--- src/logic/cts_pkg.sv ---
// constants and types for the capture trigger and sync block
package cts_pkg;
   localparam int unsigned CLK_FREQ_MHZ   = 25;
   localparam int unsigned CLK_PERIOD_NS  = 1000 / CLK_FREQ_MHZ;
   localparam int unsigned OUT_LAT_MIN_NS = 50;
   localparam int unsigned OUT_LAT_MAX_NS = 75;
   // least latency rounds up: 50 ns -> 2 cycles, counted from the match cycle
   localparam int unsigned OUT_LAT_CYC    = (OUT_LAT_MIN_NS + CLK_PERIOD_NS - 1) / CLK_PERIOD_NS;
   localparam int unsigned PULSE_NS       = 24;
   localparam int unsigned PULSE_OLD_NS   = 40;
   localparam int unsigned PULSE_CYC_RAW  = (PULSE_NS + CLK_PERIOD_NS - 1) / CLK_PERIOD_NS;
   localparam int unsigned PULSE_CYC      = (PULSE_CYC_RAW < 1) ? 1 : PULSE_CYC_RAW;
   localparam int unsigned PULSE_OLD_CYC  = (PULSE_OLD_NS + CLK_PERIOD_NS - 1) / CLK_PERIOD_NS;
   localparam int unsigned NUM_LEG_IN     = 4;
   localparam int unsigned NUM_SRC        = 11;
   localparam int unsigned THROTTLE_CYC   = 4;
   // avalon byte addresses
   localparam logic [3:0] ADDR_CTRL    = 4'h0;
   localparam logic [3:0] ADDR_SRC_SEL = 4'h4;
   localparam logic [3:0] ADDR_LEG_CFG = 4'h8;
   localparam logic [3:0] ADDR_STATUS  = 4'hc;
   // control field positions
   localparam int unsigned CTRL_ARM        = 0;
   localparam int unsigned CTRL_STOP       = 1;
   localparam int unsigned CTRL_IGN_TRIG   = 2;
   localparam int unsigned CTRL_IGN_STOP   = 3;
   localparam int unsigned CTRL_RELEASE    = 4;
   localparam int unsigned CTRL_OUT_EVERY  = 5;
   localparam int unsigned CTRL_OLD_PULSE  = 6;
   localparam int unsigned CTRL_MODE_LSB   = 8;
   localparam logic [31:0] CTRL_RESET      = 32'h0;
   // capture stream symbols, 9 bits: k flag and byte
   localparam logic [8:0] UNDERRUN_FILL_SYMBOL = 9'h17c;
   localparam logic [8:0] SUBST_SYMBOL         = 9'h19c;
   typedef enum logic [1:0]
   {
      CTS_OUT_LOW  = 2'b00,
      CTS_OUT_HIGH = 2'b01,
      CTS_OUT_PPUL = 2'b10,
      CTS_OUT_NPUL = 2'b11
   } cts_out_mode_t;
   typedef enum logic [2:0]
   {
      CTS_IDLE    = 3'b000,
      CTS_WAIT    = 3'b001,
      CTS_PRE     = 3'b010,
      CTS_POST    = 3'b011,
      CTS_STOPPED = 3'b100
   } cts_state_t;
endpackage

--- src/logic/cts_trigger_sync.sv ---
// capture trigger, chain sync, external i/o and simple matching
// ============================================================
// How it works
// - after trigger, external input edges become events
// - fast input sampled; events throttled when too dense
// - legacy inputs: monitor enable, rise/fall/both trigger
// - legacy trigger works with monitoring disabled
// - external output follows match 2 cycles (80 ns) later; latency window is 50..75 ns
// - output low, high, positive or negative pulse
// - share timestamp; pass start, trigger, stop along chain
// - capture starts once the upstream neighbour reports ready
// - own trigger sends chain trigger
// - ignore incoming trigger, still send own
// - own stop sends chain stop; received stop stops
// - ignore incoming stop, still send own
// - release: no wait, ignore chain trigger and stop
// - superspeed matcher separate from legacy matcher
// - selectable simple match sources
// - phy errors combine into one source
// - underrun inserts fill symbol
// - decode error records substitute symbol
// - first selected match triggers, only once
// - output once at own trigger (not a chain trigger) or every match
// - single-state complex matcher, limited resources
`default_nettype none
module cts_trigger_sync
   import cts_pkg::*;
(
   input  wire logic                  ref_clk,
   input  wire logic                  reset,
   input  wire logic [3:0]            avs_address,
   input  wire logic                  avs_read,
   input  wire logic                  avs_write,
   input  wire logic [31:0]           avs_writedata,
   output logic      [31:0]           avs_readdata,
   output logic                       avs_waitrequest,
   input  wire logic                  ext_in,
   input  wire logic [NUM_LEG_IN-1:0] leg_in,
   input  wire logic                  sync_in_ready,
   input  wire logic                  sync_in_trig,
   input  wire logic                  sync_in_stop,
   input  wire logic                  sync_in_ts_clr,
   output logic                       sync_out_ready,
   output logic                       sync_out_trig,
   output logic                       sync_out_stop,
   output logic                       sync_out_ts_clr,
   input  wire logic [NUM_SRC-1:0]    ss_src,
   input  wire logic                  phy_disp_err,
   input  wire logic                  phy_eb_under,
   input  wire logic                  phy_eb_over,
   input  wire logic                  phy_dec_err,
   input  wire logic [8:0]            sym_in,
   input  wire logic                  sym_in_vld,
   input  wire logic                  cm_match,
   output logic [8:0]                 sym_out,
   output logic                       sym_out_vld,
   output logic                       evt_vld,
   output logic [4:0]                 evt_lines,
   output logic [31:0]                timestamp,
   output logic                       ext_out
);
   typedef struct packed
   {
      logic [31:0]           ctrl;
      logic [NUM_SRC-1:0]    src_sel;
      logic [11:0]           leg_cfg;
      logic [1:0]            rd_phase;
      logic [31:0]           rdata;
      logic [1:0]            ext_s;
      logic [2*NUM_LEG_IN-1:0] leg_s;
      logic [NUM_LEG_IN:0]   prev;
      logic [7:0]            sy_s;
      logic [3:0]            sy_q;
      cts_state_t            st;
      logic [2:0]            thr;
      logic [3:0]            lat;
      logic [3:0]            pw;
      logic                  lvl;
      logic                  started;
      logic [31:0]           ts;
      logic                  s_rdy;
      logic                  s_trg;
      logic                  s_stp;
      logic                  s_tsc;
      logic [8:0]            sym;
      logic                  sym_v;
      logic                  ev_v;
      logic [4:0]            ev_l;
      logic                  eo;
   } cts_regs_t;
   cts_regs_t r, n;
   function automatic logic edge_hit(input logic cur, input logic old, input logic [1:0] sel);
      edge_hit = (sel[0] & cur & ~old) | (sel[1] & ~cur & old);
   endfunction
   logic                  ext_q, rdy_q, trg_q, stp_q, tsc_q;
   logic [NUM_LEG_IN-1:0] leg_q;
   logic                  own_trig, own_stop, chain_trig, chain_stop, phy_err;
   logic [NUM_SRC:0]      srcs;
   logic                  any_match, ext_rise, ext_fall, rel;
   logic [NUM_LEG_IN-1:0] leg_mon;
   logic [3:0]            pw_len;
   cts_out_mode_t         omode;
   always_comb
   begin
      n        = r;
      // second stage of each synchroniser
      ext_q    = r.ext_s[1];
      leg_q    = r.leg_s[2*NUM_LEG_IN-1:NUM_LEG_IN];
      rdy_q    = r.sy_s[4];
      trg_q    = r.sy_s[5];
      stp_q    = r.sy_s[6];
      tsc_q    = r.sy_s[7];
      rel      = r.ctrl[CTRL_RELEASE];
      omode    = cts_out_mode_t'(r.ctrl[CTRL_MODE_LSB +: 2]);
      leg_mon  = r.leg_cfg[NUM_LEG_IN-1:0];
      ext_rise = ext_q & ~r.prev[NUM_LEG_IN];
      ext_fall = ~ext_q & r.prev[NUM_LEG_IN];
      // phy errors fold into one source
      phy_err  = phy_disp_err | phy_eb_under | phy_eb_over | phy_dec_err;
      // superspeed sources only; legacy trigger is its own path
      srcs     = {phy_err, ss_src} & {1'b1, r.src_sel};
      any_match = (|srcs) | cm_match;
      for (int i = 0; i < NUM_LEG_IN; i++)
      begin
         // trigger does not depend on the monitor enable
         if (edge_hit(leg_q[i], r.prev[i], r.leg_cfg[NUM_LEG_IN+2*i +: 2]))
            any_match = 1'b1;
      end
      own_trig   = (r.st == CTS_PRE) && any_match;
      chain_trig = (r.st == CTS_PRE) && trg_q && !r.sy_q[1]
                   && !r.ctrl[CTRL_IGN_TRIG] && !rel;
      chain_stop = stp_q && !r.sy_q[2] && !r.ctrl[CTRL_IGN_STOP] && !rel;
      own_stop   = ((r.st == CTS_PRE) || (r.st == CTS_POST)) && r.ctrl[CTRL_STOP];
      n.prev     = {ext_q, leg_q};
      n.ext_s    = {r.ext_s[0], ext_in};
      n.leg_s    = {r.leg_s[NUM_LEG_IN-1:0], leg_in};
      n.sy_s     = {r.sy_s[3:0], sync_in_ts_clr, sync_in_stop, sync_in_trig, sync_in_ready};
      n.sy_q     = {tsc_q, stp_q, trg_q, rdy_q};
      n.ctrl[CTRL_STOP] = 1'b0;
      n.s_trg    = 1'b0;
      n.s_stp    = 1'b0;
      n.s_tsc    = 1'b0;
      n.ts       = r.ts + 32'h1;
      if (tsc_q && !r.sy_q[3])
         n.ts = 32'h0;
      // capture state machine
      case (r.st)
         CTS_IDLE:
         begin
            if (r.ctrl[CTRL_ARM])
               n.st = CTS_WAIT;
         end
         CTS_WAIT:
         begin
            // ready goes out in wait, pre and post, not passed down the chain; start when the upstream is ready too
            if (rel || rdy_q)
            begin
               n.st    = CTS_PRE;
               n.ts    = 32'h0;
               n.s_tsc = 1'b1;
            end
         end
         CTS_PRE:
         begin
            if (own_trig || chain_trig)
               n.st = CTS_POST;
            if (own_trig || chain_trig)
               n.s_trg = 1'b1;
         end
         CTS_POST:
            n.st = CTS_POST;
         CTS_STOPPED:
         begin
            if (!r.ctrl[CTRL_ARM])
               n.st = CTS_IDLE;
         end
         default:
            n.st = CTS_IDLE;
      endcase
      if ((r.st == CTS_PRE || r.st == CTS_POST) && (own_stop || chain_stop))
      begin
         n.st    = CTS_STOPPED;
         n.s_stp = own_stop;
      end
      if (!r.ctrl[CTRL_ARM])
         n.st = CTS_IDLE;
      n.s_rdy = (r.st == CTS_WAIT) || (r.st == CTS_PRE) || (r.st == CTS_POST);
      // events after trigger, throttled to one per window
      n.ev_v = 1'b0;
      if (r.thr != 3'h0)
         n.thr = r.thr - 3'h1;
      if (r.st == CTS_POST && r.thr == 3'h0)
      begin
         n.ev_l = {ext_rise | ext_fall, leg_q & leg_mon};
         for (int i = 0; i < NUM_LEG_IN; i++)
         begin
            if (leg_mon[i] && (leg_q[i] != r.prev[i]))
               n.ev_v = 1'b1;
         end
         if (ext_rise || ext_fall)
            n.ev_v = 1'b1;
         if (n.ev_v)
            n.thr = 3'(THROTTLE_CYC - 1);
      end
      // captured symbol stream
      n.sym_v = sym_in_vld | phy_eb_under;
      n.sym   = sym_in;
      if (phy_eb_under)
         n.sym = UNDERRUN_FILL_SYMBOL;
      else if (phy_dec_err)
         n.sym = SUBST_SYMBOL;
      // external output: lat counts the pipeline to 2 cycles (80 ns) from the match cycle; window is 50..75 ns
      n.lat = {r.lat[2:0], own_trig || (r.ctrl[CTRL_OUT_EVERY] && r.st == CTS_POST && any_match)};
      pw_len = r.ctrl[CTRL_OLD_PULSE] ? 4'(PULSE_OLD_CYC) : 4'(PULSE_CYC);
      if (r.pw != 4'h0)
         n.pw = r.pw - 4'h1;
      if (r.lat[OUT_LAT_CYC-2])
      begin
         n.pw  = pw_len;
         n.lvl = 1'b1;
      end
      case (omode)
         CTS_OUT_LOW:  n.eo = 1'b0;
         CTS_OUT_HIGH: n.eo = 1'b1;
         CTS_OUT_PPUL: n.eo = r.lat[OUT_LAT_CYC-2] || (r.pw > 4'h1);
         CTS_OUT_NPUL: n.eo = !(r.lat[OUT_LAT_CYC-2] || (r.pw > 4'h1));
         default:      n.eo = 1'b0;
      endcase
      // avalon slave: read answers one cycle after request
      n.rd_phase = 2'b00;
      if ((avs_read || avs_write) && r.rd_phase == 2'b00)
      begin
         n.rd_phase = 2'b01;
         case (avs_address)
            ADDR_CTRL:    n.rdata = r.ctrl;
            ADDR_SRC_SEL: n.rdata = {21'h0, r.src_sel};
            ADDR_LEG_CFG: n.rdata = {20'h0, r.leg_cfg};
            ADDR_STATUS:  n.rdata = {26'h0, r.lvl, r.s_trg, r.st, r.started};
            default:      n.rdata = 32'h0;
         endcase
      end
      // a write lands only on the edge where the master sees waitrequest low
      if (avs_write && r.rd_phase == 2'b01)
      begin
         case (avs_address)
            ADDR_CTRL:    n.ctrl    = avs_writedata;
            ADDR_SRC_SEL: n.src_sel = avs_writedata[NUM_SRC-1:0];
            ADDR_LEG_CFG: n.leg_cfg = avs_writedata[11:0];
            default:      n.ctrl    = n.ctrl;
         endcase
      end
      if (r.st == CTS_POST)
         n.started = 1'b1;
      if (r.st == CTS_IDLE)
         n.started = 1'b0;
      if (r.ctrl[CTRL_ARM] && r.st == CTS_IDLE)
         n.lvl = 1'b0;
   end
   always_ff @(posedge ref_clk)
   begin
      if (reset)
      begin
         r      <= '0;
         r.ctrl <= CTRL_RESET;
         r.st   <= CTS_IDLE;
      end
      else
         r <= n;
   end
   assign avs_readdata    = r.rdata;
   assign avs_waitrequest = ~r.rd_phase[0];
   assign sync_out_ready  = r.s_rdy;
   assign sync_out_trig   = r.s_trg;
   assign sync_out_stop   = r.s_stp;
   assign sync_out_ts_clr = r.s_tsc;
   assign sym_out         = r.sym;
   assign sym_out_vld     = r.sym_v;
   assign evt_vld         = r.ev_v;
   assign evt_lines       = r.ev_l;
   assign timestamp       = r.ts;
   assign ext_out         = r.eo;
endmodule
`default_nettype wire

--- config.mk ---
export PLATFORM = sky130hd
export DESIGN_NAME = cts_trigger_sync
export DESIGN_NICKNAME = d
export VERILOG_FILES = /design/src/logic/cts_pkg.sv /design/src/logic/cts_trigger_sync.sv
export SDC_FILE = /design/constraint.sdc
export NUM_CORES = 1
export LEC_CHECK = 0
export BUFFER_PORTS_ARGS = -buffer_cell sky130_fd_sc_hd__buf_2
export CORE_ASPECT_RATIO = 0.9
export CORE_MARGIN = 3
export CORE_UTILIZATION = 45
export CTS_CLUSTER_SIZE = 30
export DETAILED_ROUTE_END_ITERATION = 10
export PLACE_DENSITY = 0.68
export SYNTH_ARGS = -nofsm -noshare
export SYNTH_HDL_FRONTEND = slang
export SYNTH_SLANG_ARGS = --single-unit
--- constraint.sdc ---
create_clock -name ref_clk -period 4.5 [get_ports ref_clk]
set_clock_uncertainty 0.2 [all_clocks]
set_input_delay 0.675 -clock ref_clk [delete_from_list [all_inputs] [get_ports ref_clk]]
set_output_delay 0.675 -clock ref_clk [all_outputs]
set_load 0.1 [all_outputs]
# ---- Word level (Yosys, flattened, before mapping)
# Cells that the tools add are included.
dict set report totals {
  output_inout_bits 86
  regBits 182
  in_bits 75
}
dict set report classes {
  n_addsub 3
  muxes 29
  reduce_logical 64
  order_cmp 1
  n_eq_ne 20
  bitwise_logic 49
}
# operator count
set ops {}
lappend ops {{case mux 32 bit (4 select lines)} 1}
lappend ops {{two-way mux 32 bit} 3}
lappend ops {{two-way mux 33 bit} 1}
lappend ops {{adder 32 x 1 -> 32 bit (second input constant)} 1}
lappend ops {{logical AND 1 bit} 21}
lappend ops {{inverter 1 bit} 19}
lappend ops {{bitwise AND 1 bit} 18}
lappend ops {{two-way mux 3 bit} 6}
lappend ops {{two-way mux 9 bit} 2}
lappend ops {{OR reduction 2 bit} 9}
lappend ops {{case mux 3 bit (5 select lines)} 1}
lappend ops {{two-way mux 1 bit} 13}
lappend ops {{bitwise AND 12 bit} 1}
lappend ops {{OR reduction 12 bit} 1}
lappend ops {{logical OR 1 bit} 10}
lappend ops {{bitwise OR 1 bit} 10}
lappend ops {{OR reduction 3 bit} 3}
lappend ops {{== test 4 bit (second input constant)} 2}
lappend ops {{logical NOT 1 bit} 7}
lappend ops {{== test 3 x 2 -> 1 bit (second input constant)} 2}
lappend ops {{logical NOT 3 bit} 2}
lappend ops {{AND reduction 2 bit} 3}
lappend ops {{AND reduction 3 bit} 2}
lappend ops {{bitwise AND 4 bit} 1}
lappend ops {{20 further kinds} 27}

# ---- Logic depth before layout (Yosys ltp)
dict set report depth {
  word_depth 15
  ltp_mapped 7
  ltp_nobuf 6
}

# ---- Worst setup path before layout
# OpenSTA, ideal clock, no wires.
dict set report synth_timing {
  kind {in2reg}
  start {input port avs_address[2]}
  end {register r (netlist bit avs_readdata[4])}
  arrival_ns 2.070
  setup_ns 0.117
  cell_stages 6
  path_slack_ns 2.113
  cell_sequence {clkbuf_1 -> clkbuf_1 -> mux2_2 -> a22oi_1 -> o21ai_0 -> a22o_1}
}
dict set report synth_between {
  elab_chain_cells 2
  word_cells_on_any_way 5
  classes_between {3 x eq/ne; 1 x mux; 1 x reduce/logical}
}
# element line_no
set synth_rtl {}
lappend synth_rtl {{start, declared} cts_trigger_sync.sv:31} ;# input wire logic [3:0] avs_address,
lappend synth_rtl {{== test 4 bit, or another cell as far along} cts_trigger_sync.sv:234} ;# case (avs_address)
lappend synth_rtl {{case mux 32 bit (4 select lines) (*)} cts_trigger_sync.sv:234}
lappend synth_rtl {{end signal, assigned} cts_trigger_sync.sv:268} ;# r <= n;
lappend synth_rtl {{end, declared} cts_trigger_sync.sv:91} ;# cts_regs_t r, n;
# Mark *: on every way between the ends. The rest lies on a longest branch, timed or not.
# A chain may end at the register's enable or synchronous reset.

# ---- Final worst setup path
dict set report layout_timing {
  start {input port avs_address[2]}
  end {register r[149] in the netlist's numbering}
}
dict set report layout_between {
  elab_chain_cells 2
}
# element line_no
set layout_rtl {}
lappend layout_rtl {{== test 4 x 3 -> 1 bit} cts_trigger_sync.sv:245} ;# case (avs_address)
lappend layout_rtl {{AND reduction 2 bit (no source line)} --}
# Every way passes these cells.

==> impl_metrics.json <==
{
  "min_from": "n[92]",
  "worstPathArrival_ns": 2.64,
  "clock_path_buffers": 2,
  "synth_edf_count": 0,
  "drv_cap": 0,
  "numCtsBuffers": 17,
  "wl_per_cell_um": 15.1,
  "min_path_type": "reg2reg",
  "cp_slowest_cell": "nand4_1",
  "synth_mux_area_frac": 0.0509,
  "synth_simple_gate_area_frac": 0.216,
  "final_util": 0.521,
  "clkTransAtPathRegs_ns": 0.07,
  "peakVddDrop_v": 0.000252,
  "min_to": "leg_q[2]",
  "grt_pass1_vias": 5466,
  "final-hold-violation-count": 0,
  "r2r_slack_ns": 2.02,
  "min_period_over_period": 0.567,
  "hpwlAfterDp_um": 11900,
  "start_kind": "input pin",
  "antenna_found_initial": 0,
  "dp.cells": 1117,
  "path_max_fanout": 15,
  "grt_usage": 0.186,
  "status": "finished, final reports clean",
  "drive_gt1_frac": 0.226,
  "dieArea_um2": 18500,
  "area_growth_pct": 11.8,
  "fin_crit_ns": 2.55,
  "crit_type": "in2reg",
  "hold_buffers": 0,
  "drt-total-wl_um": 17300,
  "layout.nets": 1010,
  "relSlewSlack": 0.392,
  "root_buffer": "clkbuf_16",
  "yosys_most_used_dff": "dfxtp_1",
  "grt_pass1_wl_um": 27700,
  "drtAntennaViolNets": 0,
  "cts_tree": "done",
  "start_util": 0.466,
  "hold_ws_ns": 0.235,
  "rows": 44,
  "vias": 6064,
  "io_pins": 161,
  "power.density_nw_per_um2": 405,
  "diodes": 0,
  "gp_congestion": 0.829,
  "core_um2": 16400,
  "grt_max_degree": 59,
  "synth_cells": 868,
  "h-tree-depth": 4,
  "rr_endpoint": "timestamp[16]",
  "end_kind": "flop",
  "maxSlewViolCount": 0,
  "vias_per_cell": 5.28,
  "drc": 0,
  "rsz0062_at_grt": "no",
  "port_buffers": 160,
  "synthAdderAreaFrac": 0.00985,
  "ys_types": 50,
  "instances_no_fill": 1148,
  "cts_sinks": 180,
  "ys_ff_latch": 180,
  "timing.rr.start": "timestamp[0]",
  "synth-compound-area-share": 0.120,
  "post_cts_buffers": 0,
  "cp.required_ns": 4.59,
  "setup_tns_ns": 0,
  "ys_warn_count": 0,
  "worstPathCellList": "buf_2 > nor2b_1 > nand4_1 > mux2i_1 > nor2_1",
  "synth_xor_area_frac": 0.0195,
  "worst-r2r-cell-count": 5,
  "firstDrtPassIters": 5,
  "synth_fp_nets": 949,
  "clkLatencyLatePin_ns": 0.42,
  "ys_seq_area_frac": 0.473,
  "cts.repair.resized": 0,
  "whs_path_depth": 1,
  "synth_top_family_by_area": "simple AND/OR/NAND/NOR gates",
  "die_y_um": 129,
  "power_leakage_nw": 3.53,
  "drtIter0Drc": 370,
  "ys_async_sr_fraction": 0,
  "die_w_um": 143,
  "max_stage_delay_ns": 0.71,
  "max_freq_mhz": 392,
  "grt_overflow": 0,
  "syn_area_um2": 7620,
  "setup_violations": 0,
  "avgSynthCellArea_um2": 8.78,
  "tightest_slew_ns": 0.909
}
[cells in the final DEF (no fill, tap or decap), types with 8 or more instances in the layout]
master     count
or4_1         13
or3_1          9
nor2b_1       30
dfxtp_1      180
xnor2_1        9
clkbuf_16     17
buf_4          9
inv_1         15
nand3b_1       8
o21ai_0       19
nor2_1        74
nand3_1       35
buf_2        159
nor3_1        11
mux2i_1       32
a22oi_1       16
xor2_1         8
a21oi_1       84
o31ai_1       13
nand4_1       11
nand2_1      109
[cell type report]
type	instances	area, µm²
fillers	1606	7830
flip-flops and latches	180	3600
multi-input cells	547	3170
repair buffers	168	863
clock buffers	19	443
well taps	207	259
clock inverters	12	121
inverters	15	56.3
[report_power, final]
part	switching, mW	internal [mW]
Sequential	0.0312	1.64
Clock	0.648	0.785
Combinational	0.224	0.125
Total	0.904	2.55
[state kept, by name, summed over array words and instances, names as in the netlist, 2 cells and up]
register and flops:
leg_mon 4, timestamp 32, n 14, omode 2, r 70, avs_readdata 32
sym_out 9, leg_q 4, evt_lines 5
[stage by stage]
stage	setup WS (ns)	power, mW	cell area (µm²)
after floorplan	2.11	1.97	7620
after global placement	1.67	2.05	7960
after detailed placement	1.55	2.06	7960
after CTS	1.98	3.50	8520
after global routing	1.80	3.60	8520
final	1.95	3.45	8520
[synth_stat cells, types with 8 or more instances]
library cell | instances | area share
dfxtp_1 | 180 | 0.47
nand2_1 | 109 | 0.054
a21oi_1 | 84 | 0.055
buf_4 | 78 | 0.077
nor2_1 | 74 | 0.036
clkbuf_1 | 36 | 0.018
nand3_1 | 35 | 0.023
mux2i_1 | 32 | 0.042
nor2b_1 | 30 | 0.025
o21ai_0 | 19 | 0.012
a22oi_1 | 16 | 0.016
inv_1 | 15 | 0.0074
o31ai_1 | 13 | 0.013
or4_1 | 13 | 0.013
nand4_1 | 11 | 0.0090
nor3_1 | 11 | 0.0072
or3_1 | 9 | 0.0074
xnor2_1 | 9 | 0.010
nand3b_1 | 8 | 0.0079
xor2_1 | 8 | 0.0092
[worst max-delay path by stage]
| stage | cells after the start | start | slack (ns) | endpoint |
|---|---|---|---|---|
| floorplan | 6 | avs_address[2] | 2.11 | avs_readdata[4] |
| global placement | 5 | avs_address[3] | 1.67 | r[137] |
| detailed placement | 5 | avs_address[3] | 1.55 | r[140] |
| CTS | 5 | avs_address[2] | 1.98 | r[149] |
| global route | 5 | avs_address[2] | 1.80 | r[149] |
| finish | 5 | avs_address[2] | 1.95 | r[149] |
[routing by layer]
layer	wire [µm]	track usage	up-vias
met4	196	0.0503	0
li1	-	-	3032
met2	7940	0.283	171
met3	1010	0.0531	14
met1	8140	0.260	2847
met5	0	0	-
[logic make-up (layout without fill, tap and decap cells)]
| kind of cell | count (synthesis) | count (layout) |
|---|---|---|
| and+or+nand+nor | 333 | 333 |
| DFF | 180 | 180 |
| AOI/OAI and AO/OA | 153 | 153 |
| buffers and inverters | 141 | 214 |
| muxes | 38 | 38 |
| xor gates and xnor gates | 17 | 17 |
| adders and majority gates | 6 | 6 |
[critical path: cells and delay by family]
| family | cells | cell delay [ns] |
|---|---|---|
| multiplexers | 1 | 0.40 |
| AND/OR/NAND/NOR | 3 | 1.23 |
| buffers and inverters | 1 | 0.33 |
Note: power is estimated with default switching activity, not from simulation.
